===== src/logic/spi_port_regs.vh =====
`ifndef SPI_PORT_REGS_VH
`define SPI_PORT_REGS_VH

`define ADDR_CTRL        4'h0
`define ADDR_DATA        4'h1
`define ADDR_CLKDIV      4'h2
`define ADDR_IRQ_STATUS  4'h3
`define ADDR_IRQ_ENABLE  4'h4
`define ADDR_IRQ_CLEAR   4'h5

`define CTRL_ENABLE      0
`define CTRL_MASTER      1
`define CTRL_SEL_LO      2
`define CTRL_SEL_HI      3
`define CTRL_CPOL        4
`define CTRL_CPHA        5
`define CTRL_RESET       8'h04
`define CLKDIV_RESET     8'h04

`define IRQ_DONE         0
`define IRQ_MODEFAULT    1
`define IRQ_OVERRUN      2
`define IRQ_BITS         3

`define SEL_3WIRE        2'h0
`define SEL_4WIRE_IN     2'h1

`define BITS_PER_BYTE    4'h8
`define NSS_SETUP_CLKS   2

`endif


===== src/logic/spi_port.v =====
`timescale 1ns/1ps
`include "spi_port_regs.vh"
module spi_port (
  input  wire       clk_i,
  input  wire       rstn_i,
  input  wire [3:0] addr_i,
  input  wire [7:0] wdata_i,
  input  wire       wr_i,
  input  wire       rd_i,
  output reg  [7:0] rdata_o,
  output reg        irq_o,
  input  wire       sck_i,
  output reg        sck_o,
  output reg        sck_oe_o,
  input  wire       mosi_i,
  output reg        mosi_o,
  output reg        mosi_oe_o,
  input  wire       miso_i,
  output reg        miso_o,
  output reg        miso_oe_o,
  input  wire       nss_i,
  output reg        nss_o,
  output reg        nss_oe_o,
  output reg        nss_routed_o
);
  reg  [7:0] ctrl_q;
  reg  [7:0] div_q;
  reg  [7:0] shift_q;
  reg  [7:0] txbuf_q;
  reg        txfull_q;
  reg        shfull_q;
  reg  [7:0] rxbuf_q;
  reg  [3:0] bitcnt_q;
  reg        busy_q;
  reg        phase_q;
  reg        sck_int_q;
  reg        sin_q;
  reg  [`IRQ_BITS-1:0] stat_q;
  reg  [`IRQ_BITS-1:0] ien_q;
  reg        sck_prev_q;
  reg        nss_prev_q;
  wire [3:0] pins_s;
  wire       sck_s;
  wire       mosi_s;
  wire       nss_s;
  wire       miso_s;
  wire       tick;
  wire       enable    = ctrl_q[`CTRL_ENABLE];
  wire       master    = ctrl_q[`CTRL_MASTER];
  wire       cpol      = ctrl_q[`CTRL_CPOL];
  wire       cpha      = ctrl_q[`CTRL_CPHA];
  wire [1:0] sel_mode  = {ctrl_q[`CTRL_SEL_HI], ctrl_q[`CTRL_SEL_LO]};
  wire       wr_ctrl   = wr_i && (addr_i == `ADDR_CTRL);
  wire       wr_data   = wr_i && (addr_i == `ADDR_DATA);
  wire       wr_clr    = wr_i && (addr_i == `ADDR_IRQ_CLEAR);

  // pins come from another domain: two flops before use
  sync_2ff #(.WIDTH(4)) u_sync (
    .clk_i  (clk_i),
    .rstn_i (rstn_i),
    .d_i    ({sck_i, mosi_i, nss_i, miso_i}),
    .q_o    (pins_s)
  );
  assign sck_s  = pins_s[3];
  assign mosi_s = pins_s[2];
  assign nss_s  = pins_s[1];
  assign miso_s = pins_s[0];

  spi_clk_gen u_clk (
    .clk_i  (clk_i),
    .rstn_i (rstn_i),
    .run_i  (busy_q && master),
    .div_i  (div_q),
    .tick_o (tick)
  );

  wire selected = (sel_mode == `SEL_3WIRE) ? 1'b1 : !nss_s;
  wire slave_on = enable && !master;
  // clock edges only count while selected
  wire sck_rise = slave_on && selected && sck_s && !sck_prev_q;
  wire sck_fall = slave_on && selected && !sck_s && sck_prev_q;
  wire lead     = cpol ? sck_fall : sck_rise;
  wire trail    = cpol ? sck_rise : sck_fall;
  wire s_sample = cpha ? trail : lead;
  wire s_shift  = cpha ? lead : trail;
  // falling select edge restarts the bit count
  wire nss_fall = (sel_mode == `SEL_4WIRE_IN) && nss_prev_q && !nss_s;
  // multi-master: falling select drops master function
  wire mode_fault = enable && master && nss_fall;
  wire m_sample = master && busy_q && tick && (phase_q == cpha);
  wire m_shift  = master && busy_q && tick && (phase_q != cpha);
  wire m_lastb  = master && busy_q && tick && phase_q && (bitcnt_q == `BITS_PER_BYTE);
  wire m_done   = m_lastb;
  wire s_done   = s_sample && (bitcnt_q == `BITS_PER_BYTE - 4'h1);
  wire done_ev  = m_done || s_done;
  wire ovr_ev   = done_ev && stat_q[`IRQ_DONE];
  wire [`IRQ_BITS-1:0] ev = {ovr_ev, mode_fault, done_ev};

  always @(posedge clk_i or negedge rstn_i) begin
    if (!rstn_i) begin
      sck_prev_q <= 1'b0;
      // matches the synchroniser's reset level, so no false select edge
      nss_prev_q <= 1'b0;
    end else begin
      sck_prev_q <= sck_s;
      nss_prev_q <= nss_s;
    end
  end

  // control and config registers
  always @(posedge clk_i or negedge rstn_i) begin
    if (!rstn_i) begin
      ctrl_q <= `CTRL_RESET;
      div_q  <= `CLKDIV_RESET;
      ien_q  <= {`IRQ_BITS{1'b0}};
    end else begin
      if (wr_ctrl) begin
        ctrl_q <= wdata_i;
      end else if (mode_fault) begin
        ctrl_q[`CTRL_MASTER] <= 1'b0;
      end
      if (wr_i && (addr_i == `ADDR_CLKDIV)) begin
        div_q <= wdata_i;
      end
      if (wr_i && (addr_i == `ADDR_IRQ_ENABLE)) begin
        ien_q <= wdata_i[`IRQ_BITS-1:0];
      end
    end
  end

  // sticky status: set wins over clear
  always @(posedge clk_i or negedge rstn_i) begin
    if (!rstn_i) begin
      stat_q <= {`IRQ_BITS{1'b0}};
      irq_o  <= 1'b0;
    end else begin
      stat_q <= (stat_q & ~(wr_clr ? wdata_i[`IRQ_BITS-1:0] : {`IRQ_BITS{1'b0}})) | ev;
      irq_o  <= |(stat_q & ien_q);
    end
  end

  // shift engine, both roles
  always @(posedge clk_i or negedge rstn_i) begin
    if (!rstn_i) begin
      shift_q   <= 8'h00;
      txbuf_q   <= 8'h00;
      txfull_q  <= 1'b0;
      shfull_q  <= 1'b0;
      rxbuf_q   <= 8'h00;
      bitcnt_q  <= 4'h0;
      busy_q    <= 1'b0;
      phase_q   <= 1'b0;
      sck_int_q <= 1'b0;
      sin_q     <= 1'b0;
    end else begin
      if (wr_data) begin
        txbuf_q  <= wdata_i;
        txfull_q <= 1'b1;
      end
      if (!enable || mode_fault) begin
        busy_q    <= 1'b0;
        bitcnt_q  <= 4'h0;
        phase_q   <= 1'b0;
        sck_int_q <= cpol;
      end else if (master) begin
        if (!busy_q) begin
          sck_int_q <= cpol;
          if (txfull_q && !wr_data) begin
            shift_q  <= txbuf_q;
            txfull_q <= 1'b0;
            busy_q   <= 1'b1;
            bitcnt_q <= 4'h0;
            phase_q  <= 1'b0;
          end
        end else if (tick) begin
          phase_q   <= !phase_q;
          sck_int_q <= (m_lastb) ? cpol : !sck_int_q;
          if (m_sample) begin
            sin_q    <= miso_s;
            bitcnt_q <= bitcnt_q + 4'h1;
          end
          if (m_shift && (bitcnt_q != 4'h0 || cpha)) begin
            shift_q <= {shift_q[6:0], sin_q};
          end
          if (m_lastb) begin
            busy_q  <= 1'b0;
            rxbuf_q <= {shift_q[6:0], sin_q};
          end
        end
      end else begin
        if (nss_fall) begin
          bitcnt_q <= 4'h0;
        end else if (s_sample) begin
          // external master's clock moves our data
          sin_q    <= mosi_s;
          bitcnt_q <= (bitcnt_q == `BITS_PER_BYTE - 4'h1) ? 4'h0 : bitcnt_q + 4'h1;
        end
        if (s_done) begin
          rxbuf_q  <= {shift_q[6:0], mosi_s};
          shfull_q <= 1'b0;
        end
        if (s_shift && !(bitcnt_q == 4'h0 && !cpha)) begin
          shift_q <= {shift_q[6:0], sin_q};
        end
        if (!shfull_q && txfull_q && !wr_data && bitcnt_q == 4'h0 && !s_sample) begin
          shift_q  <= txbuf_q;
          txfull_q <= 1'b0;
          shfull_q <= 1'b1;
        end
      end
    end
  end

  // pin drivers, all registered
  always @(posedge clk_i or negedge rstn_i) begin
    if (!rstn_i) begin
      sck_o        <= 1'b0;
      sck_oe_o     <= 1'b0;
      mosi_o       <= 1'b0;
      mosi_oe_o    <= 1'b0;
      miso_o       <= 1'b0;
      miso_oe_o    <= 1'b0;
      nss_o        <= 1'b1;
      nss_oe_o     <= 1'b0;
      nss_routed_o <= 1'b0;
      rdata_o      <= 8'h00;
    end else begin
      // clock pin driven only as master
      sck_o     <= sck_int_q;
      sck_oe_o  <= enable && master && !mode_fault;
      mosi_o    <= shift_q[7];
      mosi_oe_o <= enable && master && !mode_fault;
      // slave drives master-in from shift msb
      miso_o    <= shift_q[7];
      // high impedance when off or unselected
      miso_oe_o <= slave_on && selected;
      // select output level is lower mode bit
      // follows the control write next cycle
      nss_o     <= wr_ctrl ? wdata_i[`CTRL_SEL_LO] : ctrl_q[`CTRL_SEL_LO];
      nss_oe_o  <= wr_ctrl ? (wdata_i[`CTRL_ENABLE] && wdata_i[`CTRL_SEL_HI])
                           : (enable && sel_mode[1]);
      // mode 01 routes it as an input
      nss_routed_o <= wr_ctrl ? (wdata_i[`CTRL_SEL_HI:`CTRL_SEL_LO] != `SEL_3WIRE)
                              : (sel_mode != `SEL_3WIRE);
      rdata_o <= 8'h00;
      if (rd_i) begin
        case (addr_i)
          `ADDR_CTRL:       rdata_o <= ctrl_q;
          `ADDR_DATA:       rdata_o <= rxbuf_q;
          `ADDR_CLKDIV:     rdata_o <= div_q;
          `ADDR_IRQ_STATUS: rdata_o <= {busy_q, txfull_q, 3'h0, stat_q};
          `ADDR_IRQ_ENABLE: rdata_o <= {5'h00, ien_q};
          default:          rdata_o <= 8'h00;
        endcase
      end
    end
  end
endmodule


===== src/logic/sync_2ff.v =====
`timescale 1ns/1ps
module sync_2ff #(
  parameter WIDTH = 3
) (
  input  wire             clk_i,
  input  wire             rstn_i,
  input  wire [WIDTH-1:0] d_i,
  output wire [WIDTH-1:0] q_o
);
  reg [WIDTH-1:0] meta_q;
  reg [WIDTH-1:0] sync_q;
  always @(posedge clk_i or negedge rstn_i) begin
    if (!rstn_i) begin
      meta_q <= {WIDTH{1'b0}};
      sync_q <= {WIDTH{1'b0}};
    end else begin
      meta_q <= d_i;
      sync_q <= meta_q;
    end
  end
  assign q_o = sync_q;
endmodule


===== src/logic/spi_clk_gen.v =====
`timescale 1ns/1ps
`include "spi_port_regs.vh"
module spi_clk_gen (
  input  wire       clk_i,
  input  wire       rstn_i,
  input  wire       run_i,
  input  wire [7:0] div_i,
  output reg        tick_o
);
  reg [7:0] cnt_q;
  // tick every div_i+1 clocks while a master byte runs
  always @(posedge clk_i or negedge rstn_i) begin
    if (!rstn_i) begin
      cnt_q  <= 8'h00;
      tick_o <= 1'b0;
    end else if (!run_i) begin
      cnt_q  <= 8'h00;
      tick_o <= 1'b0;
    end else if (cnt_q >= div_i) begin
      cnt_q  <= 8'h00;
      tick_o <= 1'b1;
    end else begin
      cnt_q  <= cnt_q + 8'h01;
      tick_o <= 1'b0;
    end
  end
endmodule


===== config.mk =====
export PLATFORM = sky130hd
export DESIGN_NAME = spi_port
export DESIGN_NICKNAME = d
export VERILOG_FILES = /design/src/logic/spi_port.v /design/src/logic/sync_2ff.v /design/src/logic/spi_clk_gen.v
export VERILOG_INCLUDE_DIRS = /design/src /design/src/logic
export SDC_FILE = /design/constraint.sdc
export NUM_CORES = 1
export LEC_CHECK = 0
export ABC_AREA = 1
export BUFFER_PORTS_ARGS = -buffer_cell sky130_fd_sc_hd__buf_2
export CORE_MARGIN = 2
export CORE_UTILIZATION = 45
export DETAILED_ROUTE_END_ITERATION = 8
export PLACE_DENSITY = 0.67
export SKIP_LAST_GASP = 1
export SLEW_MARGIN = 20
export SYNTH_ARGS = -nofsm -noshare
export SYNTH_HDL_FRONTEND = slang
export SYNTH_HIERARCHICAL = 1
export SYNTH_SLANG_ARGS = --single-unit

===== constraint.sdc =====
create_clock -name clk_i -period 2.3 [get_ports clk_i]
set_input_delay 0.23 -clock clk_i [delete_from_list [all_inputs] [get_ports clk_i]]
set_output_delay 0.23 -clock clk_i [all_outputs]
set_load 0.01 [all_outputs]

==> results_dict.tcl, run 1 <==
set metrics [dict create \
    status "complete, no violations" \
    dp_hpwl_microns 7662 \
    yosysMostFrequentCell "nand2_1" \
    cts-root-buf "clkbuf_8" \
    htreeDepth 3 \
    syn_nets 569 \
    worstPathRequired_ns 2.55 \
    synth_ff_type "dfrtp_1" \
    yosys.area.top_type "dfrtp_1" \
    cts_tree "built" \
    synth_top_cell_area_share 0.4858 \
    grt_max_degree 54 \
    drive_gt1_frac 0.1601 \
    finalCritPeriodShare 0.8904 \
    placed_cells 699 \
    numCtsBuffers 9 \
    drt-total-wl_microns 10400 \
    antenna_cells 0 \
    synth_async_sr_flop_share 1.000 \
    route.detailed.wl_per_inst_microns 14.45 \
    antenna_found_initial 0 \
    ys_seq_elements 91 \
    route.detailed.drc 0 \
    grt_pass1_vias 3686 \
    fp-row-count 36 \
    vias 3666 \
    synth.avg_cell_area_sq_um 8.426 \
    synth_common_cells "nand2_1 (137), dfrtp_1 (88), inv_1 (82)" \
    fin_cells 720 \
    synth_area_leaders "dfrtp_1 (49%), nand2_1 (11%), inv_1 (6.8%)" \
    clock-sinks 91 \
    ant_nets 0 \
    multi_input_area_sq_um 1848 \
    dieArea_sq_um 10890 \
    maxCapViolations 0 \
    first_pass_iters 5 \
    gp_congestion 0.8417 \
    numPortBuffers 37 \
    fillers 934 \
    synth_cells 538 \
    path_max_fanout 16 \
    power.density_nw_per_um2 866.7 \
    ios 38 \
    tightest_slew_ns 0.7390 \
    ir_drop_mv 0.4219 \
    maxSlewViolCount 0 \
    cp-start-kind "register" \
    rsz0062_at_grt "false" \
    fin_total_pwr_mw 4.410 \
    clkLatencyLatePin_ns 0.37 \
    dr.first_iter.drc_count 266 \
    die_w_microns 104.4 \
    regArea_sq_um 2282 \
    hold_path.class "input port to register" \
    fmax_mhz 488.3 \
    hold_viol_final 0 \
    setup_viol 0 \
    whs_ns 0.08976 \
    grt-ovfl-total 0 \
    fin_area_sq_um 5089 \
    cts.clk_slew.worst_paths_ns 0.10 \
    area_growth_pct 12.26 \
    post-place-ws_ns 0.2614 \
    core_sq_um 9774 \
    initial_core_util 0.4638 \
    setup_slack_ns 0.2520 \
    nets 613 \
    die_h_microns 104.4 \
    cts.path.max_buffers 2 \
    synth_area_sq_um 4533 \
    final_util 0.5206 \
    maxSlewHeadroom 0.5055 \
    critPathKind "register to register" \
    p_leak_nw 2.618 \
    grt_usage 0.2033 \
    placed_area_sq_um 4837 \
    finalClockSkew_ns 0.01512 \
    via_per_inst 5.092 \
    synth_warnings 6 \
    synth_edf_count 0 \
    period_minus_slack_ns 2.048 \
    tns_ns 0 \
    worstPathArrival_ns 2.30 \
    synth.distinct_cells 38 \
    critPathCaptureType "register" \
    seq_area_frac_synth 0.5032 \
    grt_pass1_wl_microns 17710 \
]
==> kinds of logic after synthesis <==
logic type	count (synthesis)	share of synthesized area
buffers and inverters	97	0.08915
AO/OA/AOI/OAI	96	0.1245
flip-flops	91	0.5032
adder cells (fa/ha/maj)	11	0.03036
AND/OR/NAND/NOR	240	0.2470
XOR/XNOR	3	0.005797
==> layout by cell type, fill, tap and decap left out, types with 2 or more instances in the layout <==
cell type,synthesis,layout
a21oi_1,12,12
a221oi_1,5,5
a22oi_1,9,9
buf_2,3,36
buf_4,3,3
clkbuf_8,1,9
dfrtp_1,88,87
dfstp_2,3,3
dlygate4sd3_1,0,5
ha_1,11,11
inv_1,82,82
inv_2,2,2
inv_6,0,3
nand2_1,137,137
nand2_2,13,13
nand2_4,4,4
nand3_1,32,32
nand3_2,5,5
nand3b_1,2,2
nand4_1,9,9
nor2_1,28,28
nor2_2,2,2
nor2_4,4,4
o211ai_1,4,4
o21ai_0,47,47
o21ai_1,9,9
o21bai_1,2,2
o22ai_1,3,3
or2_2,2,2
xor2_1,3,3
==> layout make-up <==
class                           instances  share of cell area
Timing Repair Buffer                   45             0.05360
Inverter                               85             0.06270
Clock inverter                          6             0.01426
Sequential cell                        91              0.4485
Tap cell                              133             0.03270
Multi-Input combinational cell        350              0.3632
Clock buffer                           10             0.02508
==> worst paths after layout <==
check                                 startpoint       endpoint  slack (ns)  cells past startpoint
worst max-delay path                   ctrl_q[1]     rxbuf_q[7]        0.25                      8
worst min-delay path                        rd_i     rdata_o[4]        0.09                      3
worst max register to register         ctrl_q[1]     rxbuf_q[7]        0.25                      8
worst min register to register  u_sync/meta_q[2]  u_sync/q_o[2]        0.35                      0
max in group asynchronous                 rstn_i       div_q[2]        1.19                      3
min in group asynchronous                 rstn_i     txbuf_q[7]        0.38                      2
==> critical path, cell delays in order, from the launching register on <==
cell and delay, ns:
dfrtp_2 0.52, nor2_4 0.23, nand4_1 0.14, nand3_1 0.13
nand2_2 0.20, o21ai_2 0.27, nand2_2 0.24, nand2_1 0.13
o21ai_1 0.06
==> sequential cells by signal, summed over array words and instances (netlist names), 3 cells and up <==
signal	flops
rxbuf_q	8
bitcnt_q	4
u_sync/meta_q	4
u_sync/q_o	4
shift_q	8
txbuf_q	8
ien_q	3
rdata_o	8
stat_q	3
div_q	8
ctrl_q	8
u_clk/cnt_q	8
==> layer usage <==
metal,track usage,wire [microns],vias to the layer above
met5,0,0,-
met4,0.06274,196,0
met3,0.04950,592,17
met2,0.3240,4754,108
met1,0.2743,4857,1726
li1,-,-,1815
==> timing repair <==
item	CTS	global route
endpoints found under the hold margin	42	0
buffers inserted	0	0
endpoints found under the setup margin	0	1
gates resized for setup	0	1
hold buffers	5	0
==> power breakdown <==
| group | switching [mW] | internal (mW) |
|---|---|---|
| Sequential | 0.236 | 1.89 |
| Clock | 0.625 | 0.517 |
| Combinational | 0.752 | 0.394 |
(Power assumes the default switching activity.)
==> run 2: changes to the inputs <==
PLACE_DENSITY = 0.76   (was 0.67)
clock period = 1.66 ns   (was 2.3 ns; I/O delays follow)
==> run 2 against run 1 <==
The run now ends with negative setup slack left. Clock skew shrank 0.00071 ns. Clock-buffer cell count increased by 4. Fmax grew 23%. Cell count grew 4.6%. Worst setup slack got worse by 0.25 ns. Register-to-register slack lost 0.25 ns. Cell area grew 7.2%. Critical endpoint is now shift_q[4]. Highest routed layer unchanged.
==> results_dict.tcl, run 2 (synthesis gave the netlist of run 1 again) <==
set metrics [dict create \
    critPathMaxStageDelay_ns 0.58 \
    worstPathRequired_ns 1.96 \
    die_h_microns 104.4 \
    rr_startpoint "ctrl_q[2]" \
    grt_pass1_vias 3624 \
    cts.clk_slew.worst_paths_ns 0.08 \
    antenna_cells 0 \
    gp_congestion 0.8779 \
    violations "negative setup slack" \
    clock-sinks 91 \
    first_pass_iters 6 \
    tns_ns -0.002539 \
    dp_hpwl_microns 7611 \
    finalCritPeriodShare 1.002 \
    dr.first_iter.drc_count 354 \
    drive_gt1_frac 0.2306 \
    cts-root-buf "clkbuf_8" \
    initial_core_util 0.4638 \
    drt-total-wl_microns 10850 \
    critPathTopFamily "simple AND/OR/NAND/NOR gates" \
    status "finished, violations left" \
    mostFrequentLayoutCell "nand2_1" \
    antenna_found_initial 0 \
    area_growth_pct 20.29 \
    crit_start "ctrl_q[2]" \
    cts.path.max_buffers 2 \
    fmax_mhz 601.5 \
    grt_pass1_wl_microns 17410 \
    setup_slack_ns -0.002539 \
    cp-start-kind "register" \
    rsz0062_at_grt "true" \
    vias 3897 \
    setup_viol 1 \
    min_from "rd_i" \
    hold_viol_final 0 \
    fillers 851 \
    power.share.sequential 0.459 \
    tightest_slew_ns 0.4402 \
    finalClockSkew_ns 0.01441 \
    grt-ovfl-total 0 \
    path_max_fanout 8 \
    nets 646 \
    maxCapViolations 0 \
    path_cells "o21ai_4 > nand4_1 > nand3_2 > nand2_4 > nand2_4 > a21oi_4 > nand2_1 > nand2_1" \
    worstPathArrival_ns 1.96 \
    critPathKind "register to register" \
    core_sq_um 9774 \
    power.density_nw_per_um2 1162 \
    maxSlewViolCount 0 \
    crit_buf_inv 0 \
    p_clk_frac 0.218 \
    fp-row-count 36 \
    dieArea_sq_um 10890 \
    ir_drop_mv 0.4438 \
    final_util 0.5579 \
    r2r_slack_ns -0.003 \
    route.detailed.drc 0 \
    layout_common_cells "nand2_1 (133), dfrtp_1 (88), inv_1 (78)" \
    ant_nets 0 \
    period_minus_slack_ns 1.663 \
    p_leak_nw 2.804 \
    ios 38 \
    via_per_inst 5.175 \
    swShare 0.3589 \
    hold_path.class "input port to register" \
    switchingPower_mw 2.274 \
    numCtsBuffers 9 \
    route.detailed.wl_per_inst_microns 14.40 \
    die_w_microns 104.4 \
    critPathCaptureType "register" \
    cts_tree "built" \
    clkLatencyLatePin_ns 0.37 \
    p_int_mw 4.062 \
    slowest_stage "dfstp_2" \
    maxSlewHeadroom 0.7058 \
    combPwrFrac 0.322 \
    htreeDepth 3 \
    grt_usage 0.1998 \
    grt_max_degree 45 \
    numPortBuffers 37 \
]
run 2: per-stage QoR:
| stage | setup WS [ns] | hold slack (ns) | power, mW | instance area, sq um | cells |
|---|---|---|---|---|---|
| finish | -0.002539 | 0.03517 | 6.336 | 5453 | 753 |
| global placement | -0.01717 | 0.1335 | 4.662 | 5045 | 725 |
| CTS | -0.001786 | 0.01918 | 6.150 | 5331 | 752 |
| global route | -0.08724 | 0.04543 | 6.726 | 5453 | 753 |
| detailed placement | -0.1332 | 0.1402 | 4.731 | 5045 | 725 |
| floorplan | 0.02502 | -0.1296 | 4.041 | 4533 | 538 |
run 2: timing repair:
action                                 CTS  global route
resized for setup                        6            29
endpoints found under the hold margin   34             0
pin swaps                                9            14
setup buffers                            6             1
hold buffers                             5             0
cloned                                   0             1
setup endpoints to repair               20            31
run 2: area by class of cell:
| type | count | area [sq um] | area share |
|---|---|---|---|
| Sequential cell | 91 | 2281 | 0.4183 |
| Multi-Input combinational cell | 351 | 1973 | 0.3619 |
| Timing Repair Buffer | 77 | 540.5 | 0.09913 |
| Inverter | 85 | 319.1 | 0.05851 |
| Tap cell | 133 | 166.4 | 0.03052 |
| Clock buffer | 14 | 162.7 | 0.02983 |
| Clock inverter | 2 | 10.01 | 0.001836 |
run 2: routing by layer:
| metal | track usage | share of wire | up-vias |
|---|---|---|---|
| met3 | 0.03509 | 0.054 | 32 |
| met5 | 0 | 0 | - |
| met4 | 0.07239 | 0.021 | 0 |
| met2 | 0.3249 | 0.48 | 139 |
| li1 | - | - | 1887 |
| met1 | 0.2685 | 0.44 | 1839 |
run 2: worst reg2reg max path, delay by kind of cell, from the launching register on:
kind               cells  cell delay [ns]
DFF                    1             0.58
and+or+nand+nor        6             0.67
AOI/OAI and AO/OA      2             0.37
run 2: power by group through the flow:
stage               Clock [mW]  Sequential [mW]  Combinational, mW
global route              1.49             2.96               2.27
finish                    1.38             2.91               2.04
detailed placement           0             2.93               1.80
global placement             0             2.91               1.75
floorplan                    0             2.90               1.14
CTS                       1.39             2.89               1.87
run 2: path summary, 6_finish.rpt:
| check | endpoint | cells after the start |
|---|---|---|
| max | shift_q[4] | 8 |
| min | rdata_o[5] | 3 |
| max reg2reg | shift_q[4] | 8 |
| min reg2reg | u_sync/q_o[0] | 0 |
| max in group asynchronous | ctrl_q[2] | 3 |
| min in group asynchronous | stat_q[1] | 2 |
==> run 3: changes to the inputs <==
PLACE_DENSITY = 0.65   (was 0.76)
==> run 3 against run 2 <==
The run still ends with negative setup slack left. Worst hold slack lost 0.012 ns. Cell area grew 1.9%. Global-route usage grew 0.099 points. Sequential cell count is the same. Clock power grew 3%. Fmax shrank 0.47%. Sequential power is essentially flat. Cell count grew 1.2%. Via count shrank 1.7%. Largest power group unchanged. Highest routed layer unchanged.
==> results_dict.tcl, run 3 (synthesis gave the netlist of run 1 again) <==
set metrics [dict create \
    status "finished, violations left" \
    violations "negative setup slack" \
    grt_max_degree 37 \
    setup_slack_ns -0.01033 \
    hold_viol_final 0 \
    vias 3831 \
    nets 655 \
    worstPathRequired_ns 1.97 \
    numPortBuffers 37 \
    path_max_fanout 6 \
    fin_area_sq_um 5554 \
    period_minus_slack_ns 1.670 \
    power.density_nw_per_um2 1155 \
    cts-root-buf "clkbuf_8" \
    cts.clk_slew.worst_paths_ns 0.09 \
    grt-ovfl-total 0 \
    antenna_cells 0 \
    route.detailed.wl_per_inst_microns 14.27 \
    worstPathArrival_ns 1.98 \
    core_sq_um 9774 \
    antenna_found_initial 0 \
    top_layer "met4" \
    ir_drop_mv 0.6104 \
    first_pass_iters 5 \
    mostFrequentLayoutCell "nand2_1" \
    path_cells "o21ai_4 > nand4_1 > nand3_2 > nand2_4 > nand2_8 > buf_6 > nand2_2 > nand3_2 > nand2_2 > nand2_1 > nand2_1" \
    finalCritPeriodShare 1.006 \
    maxSlewHeadroom 0.6805 \
    min_from "rd_i" \
    tightest_slew_ns 0.4793 \
    fp-row-count 36 \
    htreeDepth 3 \
    layout_common_cells "nand2_1 (129), dfrtp_1 (87), inv_1 (78)" \
    rr_startpoint "ctrl_q[2]" \
    drt-total-wl_microns 10870 \
    clkLatencyLatePin_ns 0.38 \
    initial_core_util 0.4638 \
    area_growth_pct 22.52 \
    grt_pass1_vias 3561 \
    worstRegToRegCells 11 \
    hold_path.class "input port to register" \
    fin_total_pwr_mw 6.417 \
    r2r_end "shift_q[3]" \
    critPathCaptureType "register" \
    numCtsBuffers 9 \
    dp_hpwl_microns 7877 \
    rsz0062_at_grt "true" \
    via_per_inst 5.028 \
    dr.first_iter.drc_count 225 \
    ios 38 \
    met1_length_microns 5039 \
    critPathMaxStageDelay_ns 0.58 \
    drive_gt1_frac 0.2544 \
    grt_usage 0.2008 \
    tns_ns -0.01045 \
    fmax_mhz 598.7 \
    dieArea_sq_um 10890 \
    maxCapViolations 0 \
    p_leak_nw 2.869 \
    slowest_stage "dfstp_2" \
    placed_area_sq_um 5055 \
    wl_met3_microns 405 \
    gp_congestion 0.8484 \
    die_h_microns 104.4 \
    r2r_slack_ns -0.01 \
    route.detailed.drc 0 \
    cts_tree "built" \
    clock-sinks 91 \
    ant_nets 0 \
    wl_met2_microns 5228 \
    maxSlewViolCount 0 \
    endpoint "shift_q[3]" \
    setup_viol 2 \
    finalClockSkew_ns 0.01432 \
    grt_pass1_wl_microns 17390 \
    critPathKind "register to register" \
    cp-start-kind "register" \
    cts.path.max_buffers 2 \
    crit_start "ctrl_q[2]" \
    die_w_microns 104.4 \
]
-- run 3: cell count changes in the layout (fill, tap and decap cells not counted), moves of 2 or more --
cell        before  now
nand2_1        133  129
buf_4           30   38
clkbuf_1         3    1
nand2_2         15   18
clkinvlp_4       0    2
nand3_2          7   10
nor2_4           7    5
nand3_1         29   26
nor2_1          23   25
o21ai_0         45   42
o21ai_1         10   13
-- run 3: layout make-up --
class                           instances  area [sq um]
Multi-Input combinational cell        352          2006
Sequential cell                        91          2282
Fill cell                             889          4220
Inverter                               85         319.1
Tap cell                              133         166.4
Clock buffer                           12         155.1
Clock inverter                          4         25.02
Timing Repair Buffer                   85         600.6
-- run 3: critical path, delay by kind of cell, from the launching register on --
kind	cells	cell delay (ns)
flops	1	0.58
compound gates	1	0.08
simple gates	9	0.81
buf+inv	1	0.15
-- run 3: power by group --
group | switching [mW] | internal, mW
clock | 0.799 | 0.622
combinational | 1.25 | 0.836
sequential | 0.297 | 2.61
-- run 3: worst min path at each step --
stage / to / slack [ns] / cells past startpoint
2_1_floorplan: bitcnt_q[0] / -0.13 / 0
3_3_place_gp: phase_q / 0.15 / 1
3_5_place_dp: phase_q / 0.15 / 1
4_1_cts: rdata_o[3] / 0.03 / 3
5_1_grt: rdata_o[5] / 0.05 / 3
6_report: rdata_o[3] / 0.02 / 3
-- run 3: timing repair --
action | CTS | global route
endpoints found under the hold margin | 32 | 0
hold buffers | 5 | 0
setup endpoints to repair | 20 | 27
pin swaps | 2 | 20
setup buffers | 0 | 12
gates resized for setup | 3 | 44
cloned | 0 | 2
-- run 3: per-layer routing --
layer	global-route usage	up-vias
met4	0.08205	0
li1	-	1901
met1	0.2811	1837
met5	0	-
met3	0.03070	17
met2	0.3123	76
-- run 3: through the flow --
| stage | utilization | instances | hold slack [ns] | worst slack, ns |
|---|---|---|---|---|
| 3_5_place_dp | 0.5172 | 728 | 0.1532 | -0.1105 |
| 3_3_place_gp | 0.5172 | 728 | 0.1506 | -0.002454 |
| 4_1_cts | 0.5421 | 749 | 0.02572 | -0.004597 |
| 2_1_floorplan | - | 538 | -0.1296 | 0.02502 |
| 5_1_grt | 0.5682 | 762 | 0.04891 | -0.1304 |
| 6_report | 0.5682 | 762 | 0.02292 | -0.01033 |
